$ cat config.mk
export PLATFORM = sky130hd
export DESIGN_NAME = instr_format_and_ea_decoder
export DESIGN_NICKNAME = d
export VERILOG_FILES = /design/src/pkg/instr_dec_pkg.sv /design/src/ea_adder.sv /design/src/instr_format_and_ea_decoder.sv /design/src/parcel_fields.sv
export SDC_FILE = /design/constraint.sdc
export NUM_CORES = 1
export LEC_CHECK = 0
export BUFFER_PORTS_ARGS = -buffer_cell sky130_fd_sc_hd__buf_2
export CORE_UTILIZATION = 57
export CTS_CLUSTER_DIAMETER = 60
export CTS_CLUSTER_SIZE = 25
export DETAILED_ROUTE_END_ITERATION = 10
export PLACE_DENSITY = 0.86
export SETUP_SLACK_MARGIN = 0.3
export SYNTH_ARGS = -nofsm -noshare
export SYNTH_HDL_FRONTEND = slang
export SYNTH_SLANG_ARGS = --single-unit
$ cat constraint.sdc
create_clock -name core_clk_i -period 6.57 [get_ports core_clk_i]
set_input_delay 0.657 -clock core_clk_i [delete_from_list [all_inputs] [get_ports core_clk_i]]
set_output_delay 0.657 -clock core_clk_i [all_outputs]
set_load 0.02 [all_outputs]
$ cat src/pkg/instr_dec_pkg.sv
package instr_dec_pkg;

  // parcel geometry
  localparam int PARCEL_W = 16;
  localparam int INSTR_W = 64;
  localparam int WORD_W = 32;

  // instruction lengths in parcels
  localparam logic [2:0] LEN_ONE = 3'h1;
  localparam logic [2:0] LEN_TWO = 3'h2;
  localparam logic [2:0] LEN_THREE = 3'h3;
  localparam logic [2:0] LEN_FOUR = 3'h4;

  // field positions inside the first parcel
  localparam int OPC_LSB = 8;
  localparam int PRIV_BIT = 9;
  localparam int MEM_SEL_BIT = 8;
  localparam int FIELD1_LSB = 4;
  localparam int FIELD2_LSB = 0;
  localparam int ABS_SEL_BIT = 3;

  // field positions inside the whole instruction
  localparam int DISP12_LSB = 20;
  localparam int INDEX_LSB = 20;
  localparam int EXT_R2_LSB = 16;
  localparam int P1_LSB = 16;
  localparam int P2_LSB = 32;

  // address mode selector codes, bits 7:4 of the first parcel
  localparam logic [3:0] AM_REL12 = 4'ha;
  localparam logic [3:0] AM_REL32 = 4'hb;
  localparam logic [3:0] AM_PC16_ABS16 = 4'hd;
  localparam logic [3:0] AM_PC32_ABS32 = 4'h9;
  localparam logic [3:0] AM_PC_INDEXED = 4'hc;
  localparam logic [3:0] AM_REL_INDEXED = 4'he;

  // immediate size selector codes in bits 7:4
  localparam logic [3:0] IMM16_SEL = 4'hb;
  localparam logic [3:0] IMM32_SEL = 4'h3;

  // reset values
  localparam logic [31:0] WORD_RESET = 32'h0000_0000;
  localparam logic [7:0] BYTE_RESET = 8'h00;
  localparam logic [3:0] REG_RESET = 4'h0;

  // format class, given by the opcode table upstream
  typedef enum logic [2:0] {
    FMT_REGISTER,
    FMT_QUICK,
    FMT_IMMEDIATE,
    FMT_CONTROL,
    FMT_MACRO,
    FMT_MEMORY
  } fmt_t;

  // effective address modes
  typedef enum logic [3:0] {
    MODE_NONE,
    MODE_REL,
    MODE_REL12,
    MODE_REL32,
    MODE_ABS16,
    MODE_ABS32,
    MODE_PC16,
    MODE_PC32,
    MODE_REL_INDEXED,
    MODE_PC_INDEXED
  } mode_t;

endpackage

$ cat src/ea_adder.sv
`timescale 1ns/1ns
// forms the effective address from the chosen base and offset
module ea_adder (
  input wire instr_dec_pkg::mode_t mode_i,
  input wire logic [31:0] base_i,
  input wire logic [31:0] index_i,
  input wire logic [31:0] pc_i,
  input wire logic [31:0] disp_i,
  output logic [31:0] ea_o
);

  logic [31:0] lhs;
  logic [31:0] rhs;

  // carry out of bit 31 simply falls off, no flag is kept
  always_comb begin
    lhs = 32'h0000_0000;
    rhs = 32'h0000_0000;
    case (mode_i)
      instr_dec_pkg::MODE_REL: begin
        lhs = base_i;
      end
      instr_dec_pkg::MODE_REL12, instr_dec_pkg::MODE_REL32: begin
        lhs = base_i;
        rhs = disp_i;
      end
      instr_dec_pkg::MODE_ABS16, instr_dec_pkg::MODE_ABS32: begin
        rhs = disp_i;
      end
      instr_dec_pkg::MODE_PC16, instr_dec_pkg::MODE_PC32: begin
        lhs = pc_i;
        rhs = disp_i;
      end
      instr_dec_pkg::MODE_REL_INDEXED: begin
        lhs = base_i;
        rhs = index_i;
      end
      instr_dec_pkg::MODE_PC_INDEXED: begin
        lhs = pc_i;
        rhs = index_i;
      end
      default: begin
        lhs = 32'h0000_0000;
      end
    endcase
    ea_o = lhs + rhs;
  end

endmodule

$ cat src/instr_format_and_ea_decoder.sv
`timescale 1ns/1ns
// Summary of operation
// - length of one to four parcels from first
// - register format: opcode, two register fields
// - quick constant zero extended from bits 7:4
// - 16-bit immediate sign extended from parcel two
// - 32-bit immediate assembled, low half first
// - control byte from bits 7:0
// - macro goes to macro store, bit 9 privileged
// - address mode from bit 8 then selector
// - displacements and absolutes sign extended to 32
// - relative: address is first register contents
// - relative plus sign extended 12-bit displacement
// - relative plus signed 32-bit displacement
// - 16-bit absolute, sign extended field
// - 32-bit absolute used directly
// - program counter plus 16-bit displacement
// - program counter plus 32-bit displacement
// - program counter is first parcel address
// - base plus index register contents
// - program counter plus index register contents
module instr_format_and_ea_decoder (
  input wire logic core_clk_i,
  input wire logic resetn_i,
  input wire logic instr_valid_i,
  input wire logic [63:0] instr_i,
  input wire instr_dec_pkg::fmt_t fmt_i,
  input wire logic [31:0] pc_i,
  input wire logic [31:0] base_data_i,
  input wire logic [31:0] index_data_i,
  output logic [3:0] base_reg_o,
  output logic [3:0] index_reg_o,
  output logic dec_valid_o,
  output logic [7:0] opcode_o,
  output logic [3:0] first_register_field_o,
  output logic [3:0] second_register_field_o,
  output logic [31:0] operand_const_o,
  output logic const_valid_o,
  output logic [31:0] eff_addr_o,
  output logic ea_valid_o,
  output instr_dec_pkg::mode_t mode_o,
  output logic [2:0] length_o,
  output logic to_macro_store_o,
  output logic macro_priv_o,
  output logic bad_mode_o
);

  typedef struct packed {
    // stage one: fields taken from the parcels
    logic s1_valid;
    instr_dec_pkg::mode_t s1_mode;
    logic [7:0] s1_opcode;
    logic [3:0] s1_r1;
    logic [3:0] s1_r2;
    logic [3:0] s1_rx;
    logic [31:0] s1_const;
    logic s1_const_valid;
    logic [31:0] s1_disp;
    logic [31:0] s1_pc;
    logic [2:0] s1_len;
    logic s1_macro;
    logic s1_priv;
    logic s1_bad;
    // stage two: presented results
    logic out_valid;
    logic [7:0] out_opcode;
    logic [3:0] out_r1;
    logic [3:0] out_r2;
    logic [31:0] out_const;
    logic out_const_valid;
    logic [31:0] out_ea;
    logic out_ea_valid;
    instr_dec_pkg::mode_t out_mode;
    logic [2:0] out_len;
    logic out_macro;
    logic out_priv;
    logic out_bad;
  } state_t;

  state_t st;
  state_t next_st;

  logic [31:0] quick_val;
  logic [31:0] disp12_val;
  logic [31:0] half_p1_val;
  logic [31:0] word_p1_val;
  logic [31:0] word_p2_val;
  logic [31:0] byte_val;
  logic [31:0] ea_sum;
  logic [15:0] p0;

  assign p0 = instr_i[15:0];

  // constant extraction from the raw parcels
  parcel_fields u_fields (
    .instr_i(instr_i),
    .quick_o(quick_val),
    .disp12_o(disp12_val),
    .half_p1_o(half_p1_val),
    .word_p1_o(word_p1_val),
    .word_p2_o(word_p2_val),
    .byte_o(byte_val)
  );

  // address formation works on stage-one fields and register data
  ea_adder u_adder (
    .mode_i(st.s1_mode),
    .base_i(base_data_i),
    .index_i(index_data_i),
    .pc_i(st.s1_pc),
    .disp_i(st.s1_disp),
    .ea_o(ea_sum)
  );

  // memory mode decode, used for both mode and length
  function automatic instr_dec_pkg::mode_t mem_mode(input logic [15:0] parcel);
    instr_dec_pkg::mode_t m;
    m = instr_dec_pkg::MODE_NONE;
    if (!parcel[instr_dec_pkg::MEM_SEL_BIT]) begin
      m = instr_dec_pkg::MODE_REL;
    end else begin
      case (parcel[7:4])
        instr_dec_pkg::AM_REL12: m = instr_dec_pkg::MODE_REL12;
        instr_dec_pkg::AM_REL32: m = instr_dec_pkg::MODE_REL32;
        instr_dec_pkg::AM_PC16_ABS16: begin
          m = parcel[instr_dec_pkg::ABS_SEL_BIT] ? instr_dec_pkg::MODE_ABS16
                                                 : instr_dec_pkg::MODE_PC16;
        end
        instr_dec_pkg::AM_PC32_ABS32: begin
          m = parcel[instr_dec_pkg::ABS_SEL_BIT] ? instr_dec_pkg::MODE_ABS32
                                                 : instr_dec_pkg::MODE_PC32;
        end
        instr_dec_pkg::AM_PC_INDEXED: m = instr_dec_pkg::MODE_PC_INDEXED;
        instr_dec_pkg::AM_REL_INDEXED: m = instr_dec_pkg::MODE_REL_INDEXED;
        default: m = instr_dec_pkg::MODE_NONE;
      endcase
    end
    return m;
  endfunction

  // parcel count for each memory mode
  function automatic logic [2:0] mode_len(input instr_dec_pkg::mode_t m);
    logic [2:0] n;
    n = instr_dec_pkg::LEN_TWO;
    case (m)
      instr_dec_pkg::MODE_REL, instr_dec_pkg::MODE_NONE: n = instr_dec_pkg::LEN_ONE;
      instr_dec_pkg::MODE_REL32: n = instr_dec_pkg::LEN_FOUR;
      instr_dec_pkg::MODE_ABS32, instr_dec_pkg::MODE_PC32: n = instr_dec_pkg::LEN_THREE;
      default: n = instr_dec_pkg::LEN_TWO;
    endcase
    return n;
  endfunction

  instr_dec_pkg::mode_t cur_mode;

  assign cur_mode = mem_mode(p0);

  // next state: stage one decodes, stage two presents
  always_comb begin
    next_st = st;
    // stage one defaults for an idle cycle
    next_st.s1_valid = instr_valid_i;
    next_st.s1_mode = instr_dec_pkg::MODE_NONE;
    next_st.s1_opcode = p0[15:8];
    next_st.s1_r1 = p0[7:4];
    next_st.s1_r2 = p0[3:0];
    next_st.s1_rx = instr_dec_pkg::REG_RESET;
    next_st.s1_const = instr_dec_pkg::WORD_RESET;
    next_st.s1_const_valid = 1'b0;
    next_st.s1_disp = instr_dec_pkg::WORD_RESET;
    next_st.s1_pc = pc_i;
    next_st.s1_len = instr_dec_pkg::LEN_ONE;
    next_st.s1_macro = 1'b0;
    next_st.s1_priv = 1'b0;
    next_st.s1_bad = 1'b0;
    case (fmt_i)
      instr_dec_pkg::FMT_REGISTER: begin
        next_st.s1_len = instr_dec_pkg::LEN_ONE;
      end
      instr_dec_pkg::FMT_QUICK: begin
        next_st.s1_const = quick_val;
        next_st.s1_const_valid = 1'b1;
        next_st.s1_r1 = instr_dec_pkg::REG_RESET;
      end
      instr_dec_pkg::FMT_IMMEDIATE: begin
        next_st.s1_r1 = instr_dec_pkg::REG_RESET;
        next_st.s1_const_valid = 1'b1;
        if (p0[7:4] == instr_dec_pkg::IMM32_SEL) begin
          next_st.s1_const = word_p1_val;
          next_st.s1_len = instr_dec_pkg::LEN_THREE;
        end else begin
          next_st.s1_const = half_p1_val;
          next_st.s1_len = instr_dec_pkg::LEN_TWO;
          next_st.s1_bad = (p0[7:4] != instr_dec_pkg::IMM16_SEL);
        end
      end
      instr_dec_pkg::FMT_CONTROL: begin
        next_st.s1_const = byte_val;
        next_st.s1_const_valid = 1'b1;
        next_st.s1_r1 = instr_dec_pkg::REG_RESET;
        next_st.s1_r2 = instr_dec_pkg::REG_RESET;
      end
      instr_dec_pkg::FMT_MACRO: begin
        // register fields of a macro live in the second parcel
        next_st.s1_macro = 1'b1;
        next_st.s1_priv = p0[instr_dec_pkg::PRIV_BIT];
        next_st.s1_const = {25'h0, p0[6:0]};
        next_st.s1_const_valid = 1'b1;
        next_st.s1_r1 = instr_i[23:20];
        next_st.s1_r2 = instr_i[19:16];
        next_st.s1_len = instr_dec_pkg::LEN_TWO;
      end
      instr_dec_pkg::FMT_MEMORY: begin
        next_st.s1_mode = cur_mode;
        next_st.s1_len = mode_len(cur_mode);
        next_st.s1_bad = (cur_mode == instr_dec_pkg::MODE_NONE);
        case (cur_mode)
          instr_dec_pkg::MODE_REL: begin
            next_st.s1_r1 = p0[7:4];
          end
          instr_dec_pkg::MODE_REL12: begin
            next_st.s1_r1 = p0[3:0];
            next_st.s1_r2 = instr_i[19:16];
            next_st.s1_disp = disp12_val;
          end
          instr_dec_pkg::MODE_REL32: begin
            next_st.s1_r1 = p0[3:0];
            next_st.s1_r2 = instr_i[19:16];
            next_st.s1_disp = word_p2_val;
          end
          instr_dec_pkg::MODE_ABS16, instr_dec_pkg::MODE_PC16: begin
            next_st.s1_r1 = instr_dec_pkg::REG_RESET;
            next_st.s1_r2 = {1'b0, p0[2:0]};
            next_st.s1_disp = half_p1_val;
          end
          instr_dec_pkg::MODE_ABS32, instr_dec_pkg::MODE_PC32: begin
            next_st.s1_r1 = instr_dec_pkg::REG_RESET;
            next_st.s1_r2 = {1'b0, p0[2:0]};
            next_st.s1_disp = word_p1_val;
          end
          instr_dec_pkg::MODE_REL_INDEXED: begin
            next_st.s1_r1 = p0[3:0];
            next_st.s1_rx = instr_i[23:20];
            next_st.s1_r2 = instr_i[19:16];
            next_st.s1_bad = (instr_i[31:24] != 8'h00);
          end
          instr_dec_pkg::MODE_PC_INDEXED: begin
            next_st.s1_r1 = instr_dec_pkg::REG_RESET;
            next_st.s1_rx = instr_i[23:20];
            next_st.s1_r2 = instr_i[19:16];
            next_st.s1_bad = (instr_i[31:24] != 8'h00);
          end
          default: begin
            next_st.s1_r1 = instr_dec_pkg::REG_RESET;
          end
        endcase
      end
      default: begin
        next_st.s1_bad = 1'b1;
      end
    endcase
    // stage two: register data arrives for the stage-one numbers
    next_st.out_valid = st.s1_valid;
    next_st.out_opcode = st.s1_opcode;
    next_st.out_r1 = st.s1_r1;
    next_st.out_r2 = st.s1_r2;
    next_st.out_const = st.s1_const;
    next_st.out_const_valid = st.s1_valid & st.s1_const_valid;
    next_st.out_ea = ea_sum;
    next_st.out_ea_valid = st.s1_valid & (st.s1_mode != instr_dec_pkg::MODE_NONE);
    next_st.out_mode = st.s1_mode;
    next_st.out_len = st.s1_len;
    next_st.out_macro = st.s1_valid & st.s1_macro;
    next_st.out_priv = st.s1_valid & st.s1_priv;
    next_st.out_bad = st.s1_valid & st.s1_bad;
  end

  // single state register, cleared to idle
  always_ff @(posedge core_clk_i or negedge resetn_i) begin
    if (!resetn_i) begin
      st <= '0;
    end else begin
      st <= next_st;
    end
  end

  // outputs straight from the state flops
  assign base_reg_o = st.s1_r1;
  assign index_reg_o = st.s1_rx;
  assign dec_valid_o = st.out_valid;
  assign opcode_o = st.out_opcode;
  assign first_register_field_o = st.out_r1;
  assign second_register_field_o = st.out_r2;
  assign operand_const_o = st.out_const;
  assign const_valid_o = st.out_const_valid;
  assign eff_addr_o = st.out_ea;
  assign ea_valid_o = st.out_ea_valid;
  assign mode_o = st.out_mode;
  assign length_o = st.out_len;
  assign to_macro_store_o = st.out_macro;
  assign macro_priv_o = st.out_priv;
  assign bad_mode_o = st.out_bad;

  // a decoded instruction shows up exactly two edges later
  AST_VALID_LATENCY: assert property (@(posedge core_clk_i) disable iff (!resetn_i)
    instr_valid_i |-> ##2 dec_valid_o)
    else $error("decode result not presented two cycles after request");

  AST_LEN_RANGE: assert property (@(posedge core_clk_i) disable iff (!resetn_i)
    dec_valid_o |-> (length_o >= 3'h1) && (length_o <= 3'h4))
    else $error("instruction length outside one to four parcels");

  AST_QUICK_ZERO: assert property (@(posedge core_clk_i) disable iff (!resetn_i)
    (instr_valid_i && fmt_i == instr_dec_pkg::FMT_QUICK)
      |-> ##2 operand_const_o == {28'h0000000, $past(instr_i[7:4], 2)})
    else $error("quick constant not zero extended");

  AST_CTRL_BYTE: assert property (@(posedge core_clk_i) disable iff (!resetn_i)
    (instr_valid_i && fmt_i == instr_dec_pkg::FMT_CONTROL)
      |-> ##2 operand_const_o[31:8] == 24'h000000 && operand_const_o[7:0] == $past(instr_i[7:0], 2))
    else $error("control byte not passed through");

  AST_MACRO_PRIV: assert property (@(posedge core_clk_i) disable iff (!resetn_i)
    (instr_valid_i && fmt_i == instr_dec_pkg::FMT_MACRO)
      |-> ##2 to_macro_store_o && (macro_priv_o == $past(instr_i[9], 2)))
    else $error("macro routing or privilege bit wrong");

  AST_REL_BASE: assert property (@(posedge core_clk_i) disable iff (!resetn_i)
    (ea_valid_o && mode_o == instr_dec_pkg::MODE_REL) |-> eff_addr_o == $past(base_data_i))
    else $error("relative address is not the base register");

  AST_ABS16_TOP: assert property (@(posedge core_clk_i) disable iff (!resetn_i)
    (ea_valid_o && mode_o == instr_dec_pkg::MODE_ABS16 && eff_addr_o[15])
      |-> eff_addr_o[31:16] == 16'hffff)
    else $error("negative 16-bit absolute not in top region");

  AST_PC_FIRST_PARCEL: assert property (@(posedge core_clk_i) disable iff (!resetn_i)
    (ea_valid_o && mode_o == instr_dec_pkg::MODE_PC_INDEXED)
      |-> eff_addr_o == $past(pc_i, 2) + $past(index_data_i))
    else $error("pc indexed address does not use instruction pc");

  AST_REL12_SUM: assert property (@(posedge core_clk_i) disable iff (!resetn_i)
    (ea_valid_o && mode_o == instr_dec_pkg::MODE_REL12)
      |-> eff_addr_o == $past(base_data_i) + {{20{$past(instr_i[31], 2)}}, $past(instr_i[31:20], 2)})
    else $error("relative 12-bit address wrong");

endmodule

$ cat src/parcel_fields.sv
`timescale 1ns/1ns
// pulls the extended constants out of the raw parcels
module parcel_fields (
  input wire logic [63:0] instr_i,
  output logic [31:0] quick_o,
  output logic [31:0] disp12_o,
  output logic [31:0] half_p1_o,
  output logic [31:0] word_p1_o,
  output logic [31:0] word_p2_o,
  output logic [31:0] byte_o
);

  // quick is zero filled, everything signed is sign filled
  always_comb begin
    quick_o = {28'h0000000, instr_i[7:4]};
    disp12_o = {{20{instr_i[31]}}, instr_i[31:20]};
    half_p1_o = {{16{instr_i[31]}}, instr_i[31:16]};
    word_p1_o = instr_i[47:16];
    word_p2_o = instr_i[63:32];
    byte_o = {24'h000000, instr_i[7:0]};
  end

endmodule
==> results.json <==
{
  "status": "complete, no violations",
  "cts_tree": "yes",
  "clock_skew_ns": 0.0309,
  "post-cts-setup-buffers": 0,
  "synthArstFlopShare": 1.00,
  "die_y_um": 134,
  "synthToLayoutAreaGrowth_pct": 13.5,
  "cp.depth": 16,
  "vias": 7244,
  "holdCritPathClass": "in -> async",
  "cts_root_buffer": "clkbuf_16",
  "nFillCells": 1270,
  "synth_edf_count": 0,
  "worst_slew_pin_slew_ns": 1.17,
  "ys_types": 60,
  "fmax_mhz": 229,
  "remaining_drc_errors": 0,
  "drtIter0Drc": 654,
  "io_pins": 267,
  "multiInputGateArea_um2": 3480,
  "tns_ns": 0,
  "nets": 1214,
  "synth_seq_area_share": 0.560,
  "netlist_area_um2": 9880,
  "wl_per_cell_um": 19.9,
  "cap_violations": 0,
  "critPathKind": "reg -> reg",
  "path_buf_inv": 1,
  "ys_seq_elements": 221,
  "yosysTopAreaCellShare": 0.560,
  "r2r_cells": 16,
  "clkLatencyLatePin_ns": 0.50,
  "die_x_um": 134,
  "yosys.area.top_type": "dfrtp_1",
  "power_mw": 2.68,
  "ir_worst_vdd_mv": 0.242,
  "layout_common_cells": "buf_2, dfrtp_1, a22o_1",
  "arrival_ns": 4.76,
  "crit_family": "compound AO/OA/AOI/OAI gates",
  "htreeDepth": 1,
  "post-route-period-util": 0.665,
  "drive_above_1_share": 0.309,
  "crit_chain": "nor2_1 -> and2_1 -> nand2_1 -> o21ai_2 -> buf_4 -> a22o_1 -> ha_1 -> fa_1 -> a21o_1 -> nand4_1 -> a21oi_2 -> o311ai_2 -> o22ai_2 -> a31oi_2 -> o21ai_1 -> xor2_1",
  "grt_max_degree": 84,
  "grt_pass1_vias": 7090,
  "worst_setup_path_end_kind": "flip-flop",
  "clkSlewWorstSetupHoldPaths_ns": 0.09,
  "powerDensity_nw_per_um2": 239,
  "numCtsBuffers": 17,
  "place_congestion": 0.916,
  "slew_headroom": 0.221,
  "path_max_fanout": 33,
  "final_common_cell": "buf_2",
  "core_um2": 16800,
  "cts.sinks": 221,
  "slowest_delay_ns": 0.93,
  "via_per_inst": 5.80,
  "route.antenna.remaining_nets": 0,
  "grt_pass1_wl_um": 38500,
  "slew_violations": 0,
  "post_cts_resized": 0,
  "grt_overflow_total": 0,
  "synth_cells": 863,
  "place_hpwl_um": 18400,
  "drtPass1Iterations": 5,
  "seqCellArea_um2": 5530,
  "ys.flop_type": "dfrtp_1",
  "hold_viol_final": 0,
  "hold_buffers": 0,
  "cts_buffer_depth": 3,
  "cp.required_ns": 6.96,
  "setup_viol": 0,
  "synth_area_leaders": "dfrtp_1, buf_4, a22o_1",
  "p_leak_nw": 5.90,
  "dieArea_um2": 17900,
  "antenna_found_initial": 2,
  "period_needed_ns": 4.37,
  "drt-total-wl_um": 24800,
  "start_kind": "flip-flop",
  "initial_core_util": 0.590,
  "grtUsageTotal": 0.282,
  "port_buffers": 266,
  "synth_fp_nets": 1061,
  "rows": 47,
  "critPathSlowestCell": "and2_1",
  "syn_avg_cell_area_um2": 11.5,
  "rsz0062_at_grt": "false",
  "ys_warn_count": 0
}
## report_power, final
part / switching [mW] / internal, mW
clock network: 0.509 / 0.505
logic: 0.158 / 0.0878
registers: 0.0157 / 1.41
total: 0.682 / 2.00
## cell families (layout without fill, tap and decap cells)
logic type	count (synthesis)	in the layout	share of synthesized area
muxes	8	8	0.00848
xor gates and xnor gates	32	32	0.0284
and+or+nand+nor	168	168	0.0819
AOI/OAI and AO/OA	262	262	0.191
adders and majority gates	32	32	0.0413
DFF	221	221	0.560
buffers and inverters	140	303	0.0896
other	0	2	0
## synthesized netlist by cell type (3+ instances only)
| library cell | number |
|---|---|
| dfrtp_1 | 221 |
| buf_4 | 95 |
| a22o_1 | 62 |
| a21oi_1 | 59 |
| nand2_1 | 45 |
| nor2_1 | 45 |
| clkbuf_1 | 33 |
| ha_1 | 31 |
| a21o_1 | 29 |
| o21ai_0 | 29 |
| a22oi_1 | 26 |
| and2_1 | 23 |
| xnor2_1 | 21 |
| nand3_1 | 17 |
| a222oi_1 | 11 |
| xor2_1 | 11 |
| nand2b_1 | 8 |
| o22ai_1 | 7 |
| a31oi_1 | 6 |
| buf_1 | 6 |
| mux2i_1 | 5 |
| nand4_1 | 5 |
| nor2b_1 | 5 |
| nor3_1 | 5 |
| and3_1 | 4 |
| o21a_1 | 4 |
| o21ai_1 | 4 |
| a21oi_2 | 3 |
| inv_1 | 3 |
| mux2_2 | 3 |
## flip-flops by register name, summed over array words and instances, names as in the netlist, 8 cells and up
signal           count
st                  68
opcode_o             8
eff_addr_o          32
operand_const_o     32
next_st             52
## per-stage QoR
stage                     cell area [um^2]  setup WS, ns  utilization  hold WS, ns  std cells
after global routing                 11200          1.87        0.669        0.118       1248
after floorplan                       9880          3.24            -        0.331        863
after global placement               10700          2.50        0.637        0.331       1217
after detailed placement             10700          2.26        0.637        0.335       1217
final                                11200          2.20        0.669       0.0939       1248
after CTS                            11200          2.22        0.669        0.100       1246
## final timing paths
check	start	slack, ns	endpoint
max in group asynchronous	resetn_i	5.06	eff_addr_o[26]
max reg2reg	next_st[8]	2.20	eff_addr_o[28]
max	next_st[8]	2.20	eff_addr_o[28]
min	resetn_i	0.09	base_reg_o[3]
min in group core_clk_i	pc_i[30]	0.26	st[129]
min reg2reg	next_st[51]	0.34	operand_const_o[7]
## final cells by class
type,count,share of cell area
Clock buffer,19,0.0386
Tap cell,220,0.0245
Multi-Input combinational cell,502,0.310
Sequential cell,221,0.493
Inverter,3,0.00100
Antenna cell,2,0.000446
Clock inverter,10,0.00926
Timing Repair Buffer,271,0.123
## routing by layer
layer  global-route usage  vias to the layer above  wire (um)
li1                     -                     3299          -
met4                0.105                        0        982
met3               0.0510                       65       1930
met5                    0                        -          0
met1                0.392                     3471      10300
met2                0.444                      409      11500
Note: power is estimated with default switching activity, not from simulation.
